`src/common/cbu_defines.vh`:
```
// Constants for the conditional branch unit.
`ifndef CBU_DEFINES_VH
`define CBU_DEFINES_VH
`define CBU_PC_W 16
`define CBU_OFS_W 7
`define CBU_OP_W 3
`define CBU_OP_CARRY_SET 3'h0
`define CBU_OP_CARRY_CLEAR 3'h1
`define CBU_OP_UNSIGNED_GE 3'h2
`define CBU_OP_UNSIGNED_LT 3'h3
`define CBU_OP_NEGATIVE 3'h4
`define CBU_OP_POSITIVE 3'h5
`define CBU_OP_SIGNED_GE 3'h6
`define CBU_OP_SIGNED_LT 3'h7
`define CBU_PC_RST 16'h0000
`define CBU_PC_STEP 16'h0001
`define CBU_TAKEN_CYCLES 2
`define CBU_NOT_TAKEN_CYCLES 1
`endif

```
`src/hw/cbu_branch_unit.v`:
```
// Conditional relative branch unit: condition test, timing and PC update.
// Operation
// - Carry set branch taken when carry is one.
// - Carry clear branch taken when carry is zero.
// - Unsigned same-or-higher equals carry clear branch.
// - Unsigned lower equals carry set branch.
// - Negative branch taken when negative flag one.
// - Positive branch taken when negative flag zero.
// - Signed ge taken when N xor V zero.
// - Signed lt taken when N xor V one.
// - Taken target is PC plus offset plus one.
// - No flag change; one or two cycles.
`include "cbu_defines.vh"

module cbu_branch_unit (
  // Clock and reset
  input wire clk_i,
  input wire srst_i,
  // Instruction issue
  input wire issue_i,
  input wire [`CBU_OP_W-1:0] op_i,
  input wire [`CBU_OFS_W-1:0] offset_i,
  // Status flags from the core
  input wire carry_i,
  input wire negative_i,
  input wire overflow_i,
  // Program counter and status
  output reg [`CBU_PC_W-1:0] pc_o,
  output reg busy_o,
  output reg done_o,
  output reg taken_o
);

  localparam ST_IDLE = 2'b01;
  localparam ST_TAKEN = 2'b10;

  reg [1:0] state_q;
  reg [1:0] state_d;
  reg [`CBU_PC_W-1:0] target_q;
  wire cond_taken;
  wire [`CBU_PC_W-1:0] ofs_ext;
  wire [`CBU_PC_W-1:0] target_d;
  wire [`CBU_PC_W-1:0] next_seq;

  cbu_cond_eval u_eval (
    .op_i(op_i),
    .carry_i(carry_i),
    .negative_i(negative_i),
    .overflow_i(overflow_i),
    .taken_o(cond_taken)
  );

  // The offset is a signed word displacement, so sign-extend it.
  assign ofs_ext = {{(`CBU_PC_W-`CBU_OFS_W){offset_i[`CBU_OFS_W-1]}},
                    offset_i};
  assign next_seq = pc_o + `CBU_PC_STEP;
  assign target_d = next_seq + ofs_ext;

  always @* begin
    case (state_q)
      ST_IDLE: begin
        if (issue_i && cond_taken) begin
          state_d = ST_TAKEN;
        end else begin
          state_d = ST_IDLE;
        end
      end
      ST_TAKEN: state_d = ST_IDLE;
      default: state_d = ST_IDLE;
    endcase
  end

  // Flags are inputs only; nothing here writes the status register.
  // A taken branch occupies a second cycle to load the target, which is
  // why issue is ignored while busy.
  always @(posedge clk_i) begin
    if (srst_i) begin
      state_q <= ST_IDLE;
      pc_o <= `CBU_PC_RST;
      target_q <= `CBU_PC_RST;
      busy_o <= 1'b0;
      done_o <= 1'b0;
      taken_o <= 1'b0;
    end else begin
      state_q <= state_d;
      done_o <= 1'b0;
      case (state_q)
        ST_IDLE: begin
          if (issue_i) begin
            taken_o <= cond_taken;
            if (cond_taken) begin
              target_q <= target_d;
              busy_o <= 1'b1;
            end else begin
              pc_o <= next_seq;
              done_o <= 1'b1;
            end
          end
        end
        ST_TAKEN: begin
          pc_o <= target_q;
          busy_o <= 1'b0;
          done_o <= 1'b1;
        end
        default: begin
          busy_o <= 1'b0;
        end
      endcase
    end
  end

endmodule

```
`src/hw/cbu_cond_eval.v`:
```
// Combinational condition test for the flag-testing branch group.
`include "cbu_defines.vh"

module cbu_cond_eval (
  // Operation and flags
  input wire [`CBU_OP_W-1:0] op_i,
  input wire carry_i,
  input wire negative_i,
  input wire overflow_i,
  // Decision
  output reg taken_o
);

  always @* begin
    case (op_i)
      `CBU_OP_CARRY_SET: taken_o = carry_i;
      `CBU_OP_CARRY_CLEAR: taken_o = ~carry_i;
      `CBU_OP_UNSIGNED_GE: taken_o = ~carry_i;
      `CBU_OP_UNSIGNED_LT: taken_o = carry_i;
      `CBU_OP_NEGATIVE: taken_o = negative_i;
      `CBU_OP_POSITIVE: taken_o = ~negative_i;
      `CBU_OP_SIGNED_GE: taken_o = ~(negative_i ^ overflow_i);
      `CBU_OP_SIGNED_LT: taken_o = negative_i ^ overflow_i;
      default: taken_o = 1'b0;
    endcase
  end

endmodule

```
`config.mk`:
```
export PLATFORM = sky130hd
export DESIGN_NAME = cbu_branch_unit
export DESIGN_NICKNAME = d
export VERILOG_FILES = /design/src/hw/cbu_branch_unit.v /design/src/hw/cbu_cond_eval.v
export VERILOG_INCLUDE_DIRS = /design/src /design/src/common
export SDC_FILE = /design/constraint.sdc
export NUM_CORES = 1
export LEC_CHECK = 0
export BUFFER_PORTS_ARGS = -buffer_cell sky130_fd_sc_hd__buf_2
export CORE_MARGIN = 2
export CORE_UTILIZATION = 59
export CTS_CLUSTER_SIZE = 20
export DETAILED_ROUTE_END_ITERATION = 8
export GPL_TIMING_DRIVEN = 0
export PLACE_DENSITY = 0.79
export SYNTH_ARGS = -nofsm -noshare
export SYNTH_HDL_FRONTEND = slang
export SYNTH_SLANG_ARGS = --single-unit
```
`constraint.sdc`:
```
create_clock -name clk_i -period 3.5 [get_ports clk_i]
set_clock_uncertainty 0.2 [all_clocks]
set_input_delay 0.175 -clock clk_i [delete_from_list [all_inputs] [get_ports clk_i]]
set_output_delay 0.175 -clock clk_i [all_outputs]
set_load 0.01 [all_outputs]
```
Word level (Yosys, flattened, before mapping) --
Index checks and enable logic that the tools add are counted.
Storage, ports and cells: bits in registers 37, input port bits 16, output and inout port bits 19, logic and storage cells 42
Operators by class: add/subtract/negate cells 2, equal/unequal tests 11, multiplexer cells 8, bitwise logic cells 5, reduce and logical (&&, ||, !) cells 10
Operators by type and width (number):
- $mux 16 | 2
- $pmux 16 s2 | 1
- $add 16x1->16 const B | 1
- $add 16x16->16 | 1
- $eq 3x3->1 const B | 4
- $eq 3x2->1 const B | 2
- $pmux 1 s6 | 1
- $reduce_and 3->1 | 2
- $reduce_or 2->1 | 3
- $ne 2x2->1 const B | 2
- $not 1->1 | 4
- $reduce_and 2->1 | 2
- $eq 3x1->1 const B | 1
- $logic_not 3->1 | 1
- $eq 2x1->1 const B | 1
- $eq 2x2->1 const B | 1
- $mux 1 | 2
- $mux 2 | 1
- $pmux 1 s2 | 1
- $reduce_bool 2->1 | 1
- $logic_and 1x1->1 | 1
- $xor 1x1->1 | 1

Longest topological paths before layout --
depth after elaboration 6, depth in mapped cells 12, depth with buffers taken out 12

Hierarchy --
Synthesis repeated with hierarchy kept, for this count alone.
Unflattened totals: cells, all modules 325, area total of the unflattened synthesis 2632.5 µm²
By module, submodules not included:
- cbu_branch_unit | times used 1, cells an instance 319, area an instance 2578.7 µm², sequential area each 740.7 µm²
- cbu_cond_eval | times used 1, cells an instance 6, area an instance 53.8 µm², sequential area each 0.0 µm²

Worst setup path before layout --
No wires, ideal clock.
path type register to register, start register pc_o[2], end register target_q[14], data arrival time 2.812 ns, required time 3.184 ns, path slack 0.371 ns, cell stages (with the launch flop) 11, cells stage by stage dfxtp_1 > nand3_2 > nor3_1 > xor2_1 > ha_1 > and3_1 > a21boi_0 > a211oi_1 > o31ai_1 > mux2_2 > a31o_2
On the way: word-level cells in the longest chain between the ends 2
Ends and longest elaborated chain:
- start, declared | line cbu_branch_unit.v:28 | output reg [`CBU_PC_W-1:0] pc_o,
- start signal, assigned | line cbu_branch_unit.v:79 | pc_o <= `CBU_PC_RST;
- start signal, assigned | line cbu_branch_unit.v:95 | pc_o <= next_seq;
- start signal, assigned | line cbu_branch_unit.v:101 | pc_o <= target_q;
- $add 16x1->16 (no source line)
- $add 16x16->16 | line cbu_branch_unit.v:57 | assign target_d = next_seq + ofs_ext;
- end signal, assigned | line cbu_branch_unit.v:80 | target_q <= `CBU_PC_RST;
- end signal, assigned | line cbu_branch_unit.v:92 | target_q <= target_d;
- end, declared | line cbu_branch_unit.v:39 | reg [`CBU_PC_W-1:0] target_q;
No other way between the ends. A chain may end at the register's enable or synchronous reset.

Worst setup path after layout --
start register pc_o[0], end register target_q[14]
Same word-level chain as after synthesis.

==> reports/results.ini <==
[logic_synthesis]
netlist_area_um2=2840
yosysTopAreaCellShare_pct=26.0
synth_top_family_by_area=simple AND/OR/NAND/NOR gates
synth_compound_area_share_pct=23.1
synth_warnings=0
syn_area_per_cell_um2=8.03
synthAdderAreaFrac_pct=9.94
ys_seq_elements=37
postSynth.asyncResetShare_pct=0
synth_simple_gate_area_share_pct=24.5
ys.flop_type=dfxtp_1
synth_cell_types=64
synth_area_leaders=dfxtp_1 (26%), ha_1 (9.2%), a21oi_1 (4.9%)
syn_inst=354
synth_mux_area_share_pct=4.49
synth_area_leader_cell=dfxtp_1
synthXorXnorAreaFrac_pct=6.16
ys_seq_area_share_pct=26.0
synth_enable_flop_cells=0
syn_nets=392

[clock_tree]
path_clk_slew_ns=0.07
cts_root_buf=clkbuf_8
ctsHoldBuffers=0
cts_buffers=5
clockBufferDepth=2
h-tree-depth=2
cts.sinks=37
clk-insertion-delay-late_ns=0.30
cts_tree=done
postCtsSetupRepairBufs=0

[setup_path]
crit_path_max_fanout=7
criticalPathCategory=register to register
rr_worst_depth=11
r2r_start=pc_o[0]
cp_cell_sequence=ha_2 > and3_1 > nand3_1 > xnor2_2 > ha_1 > and3_2 > and3_1 > a211oi_2 > o31ai_1 > mux2_2 > a31o_2
cp.required_ns=3.49
worstPathArrival_ns=3.33
r2r_slack_ns=0.16
slowest_stage=dfxtp_1
r2r-end=target_q[14]
crit_buf_inv=0
cpMostUsedCell=and3_1
crit_path_start_kind=register
cp_top_family=simple AND/OR/NAND/NOR gates
end_kind=register
critPathMaxStageDelay_ns=0.46

[power_and_ir_drop]
p_leak_nw=1.34
ir_drop_v=0.000236
powerDensity_nw_per_um2=310

[place]
io_buffers=33
dp_slack_ns=-0.0507
gp_congestion=0.964
dp.cells=441
dp_hpwl_um=5560
post_dp_cell_area_um2=3080

[outcome]
status=complete, no violations

[route]
drt-total-wl_um=7320
wl_per_cell_um=16.3
via_count=2783
via_per_inst=6.21
antenna_left=0
drc_errors=0
drt-pass1-iter-count=4
first_iter_violations=159

[cells_and_area]
antenna_cells=0
finalInstanceArea_um2=3200
nets=432
final_cells=448
area_growth_syn_to_layout_pct=12.4
layout-drive-gt1-share_pct=17.3

[worst_hold_path]
whs_path_depth=4
min_path_type=input pin to register
hold_end=target_q[0]
min_from=offset_i[0]

[timing]
maxSlewHeadroom_pct=61.3
setup_viol=0
tightest_slew_ns=0.576
max_freq_mhz=299
worst_hold_slack_ns=0.0703
min_period_over_period_pct=95.4
period_minus_slack_ns=3.34
drv_slew=0
hold_viol=0
setup_slack_ns=0.160

[floorplanning]
start_util_pct=60.6
die_w_um=73.4
ios=35
num_rows=25
core-area_um2=4690
die_h_um=73.4
die_area_um2=5390

[global_route]
antenna_found_initial=0
grt_pass1_wl_um=11600
gr-total-overflow=0
grt_pass1_vias=2471
grt_max_degree=13
grt_usage_pct=28.0

[job]
maxCapViolations=0

-- registers in the layout (all words and copies together) (netlist names) --
register,flops
pc_o,16
done_o,1
busy_o,1
state_q,2
target_q,16
taken_o,1
-- stage by stage --
stage                      TNS, ns  total power, mW  utilization, %
after floorplan                  0            0.627               -
after global placement           0            0.686            65.6
after detailed placement   -0.0507            0.691            65.6
after CTS                        0            0.987            67.5
after global routing      -0.00600             1.04            68.1
final                            0            0.992            68.1
-- where the power goes --
part	leakage, nW	internal (mW)	switching, mW
Sequential	0.301	0.446	0.0163
Combinational	0.995	0.0920	0.131
Clock	0.0443	0.156	0.150
Total	1.34	0.694	0.297
-- timing repair --
| item | in CTS | in global routing |
|---|---|---|
| endpoints found under the setup margin | 1 | 3 |
| gates resized for setup | 1 | 8 |
| endpoints found under the hold margin | 0 | 0 |
-- layout make-up --
class / count / area (µm²)
Buffer: 16 / 82.6
Clock buffer: 7 / 86.3
Fill cell: 390 / 1500
Inverter: 22 / 82.6
Multi-Input combinational cell: 279 / 1970
Sequential cell: 37 / 742
Tap cell: 54 / 67.6
Timing Repair Buffer: 33 / 165
-- cells in the final DEF (no fill, tap or decap), types with 3 or more instances in the layout --
| cell type | synthesis | routed |
|---|---|---|
| nand3_1 | 11 | 11 |
| clkbuf_8 | 0 | 6 |
| nor4_1 | 4 | 4 |
| nand2b_1 | 5 | 5 |
| o21ai_0 | 20 | 20 |
| o41ai_1 | 3 | 3 |
| nor2_1 | 33 | 33 |
| dfxtp_1 | 37 | 36 |
| mux2i_1 | 9 | 9 |
| clkbuf_1 | 10 | 11 |
| o31ai_1 | 4 | 4 |
| nand4_1 | 6 | 6 |
| and3_1 | 6 | 5 |
| a211oi_1 | 8 | 7 |
| nand4b_1 | 3 | 3 |
| buf_2 | 3 | 36 |
| xor2_1 | 7 | 7 |
| a31o_2 | 3 | 3 |
| inv_1 | 21 | 21 |
| xnor2_1 | 13 | 11 |
| nor2b_1 | 5 | 5 |
| o21a_1 | 3 | 3 |
| a21oi_1 | 28 | 28 |
| nor3_1 | 12 | 11 |
| ha_1 | 21 | 20 |
| nand2_1 | 24 | 24 |
| a21o_1 | 4 | 4 |
| o211ai_1 | 4 | 4 |
-- worst register-to-register path: stages, from the launching register on --
cell and delay (ns):
dfxtp_1 0.46, ha_2 0.28, and3_1 0.20, nand3_1 0.12, xnor2_2 0.18, ha_1 0.37, and3_2 0.26, and3_1 0.21
a211oi_2 0.10, o31ai_1 0.26, mux2_2 0.38, a31o_2 0.21
-- kinds of logic (layout without fill, tap and decap cells) --
kind of cell,Yosys count,count (layout)
and+or+nand+nor,128,128
AOI/OAI and AO/OA,97,97
buffers and inverters,38,78
DFF,37,37
adders and majority gates,22,22
xor gates and xnor gates,20,20
muxes,12,12
-- metal layers --
metal | vias to the layer above | track usage, % | share of wire (%)
met2 | 99 | 47.8 | 49
li1 | 1365 | - | -
met1 | 1296 | 34.9 | 43
met4 | 0 | 12.5 | 3.6
met3 | 23 | 3.84 | 5.0
met5 | - | 0 | 0
-- synth_stat cells (all sizes together) (2+ instances only) --
master / instances
a21oi: 28
inv: 21
nor2b: 5
a211o: 2
and3b: 2
a21o: 4
and3: 6
mux2: 3
buf: 6
a211oi: 8
o41ai: 3
xnor2: 13
nor4: 7
ha: 21
xor2: 7
nor2: 34
clkbuf: 10
nand3b: 2
a31o: 3
nor3b: 2
nor3: 13
mux2i: 9
nand2: 24
o211ai: 4
a21boi: 2
nand4: 6
o21a: 3
o21ai: 20
o31ai: 4
nand2b: 5
nand4b: 3
a221o: 2
dfxtp: 37
nor4b: 2
nand3: 12
-- how the worst max path moves through the flow --
stage	start	to	depth (start not counted)
global route	pc_o[0]	target_q[14]	11
detailed placement	pc_o[2]	target_q[14]	10
CTS	pc_o[1]	target_q[14]	11
global placement	pc_o[2]	target_q[14]	10
floorplan	pc_o[2]	target_q[14]	10
finish	pc_o[0]	target_q[14]	11
No activity file was read; power rests on OpenSTA's default activity.
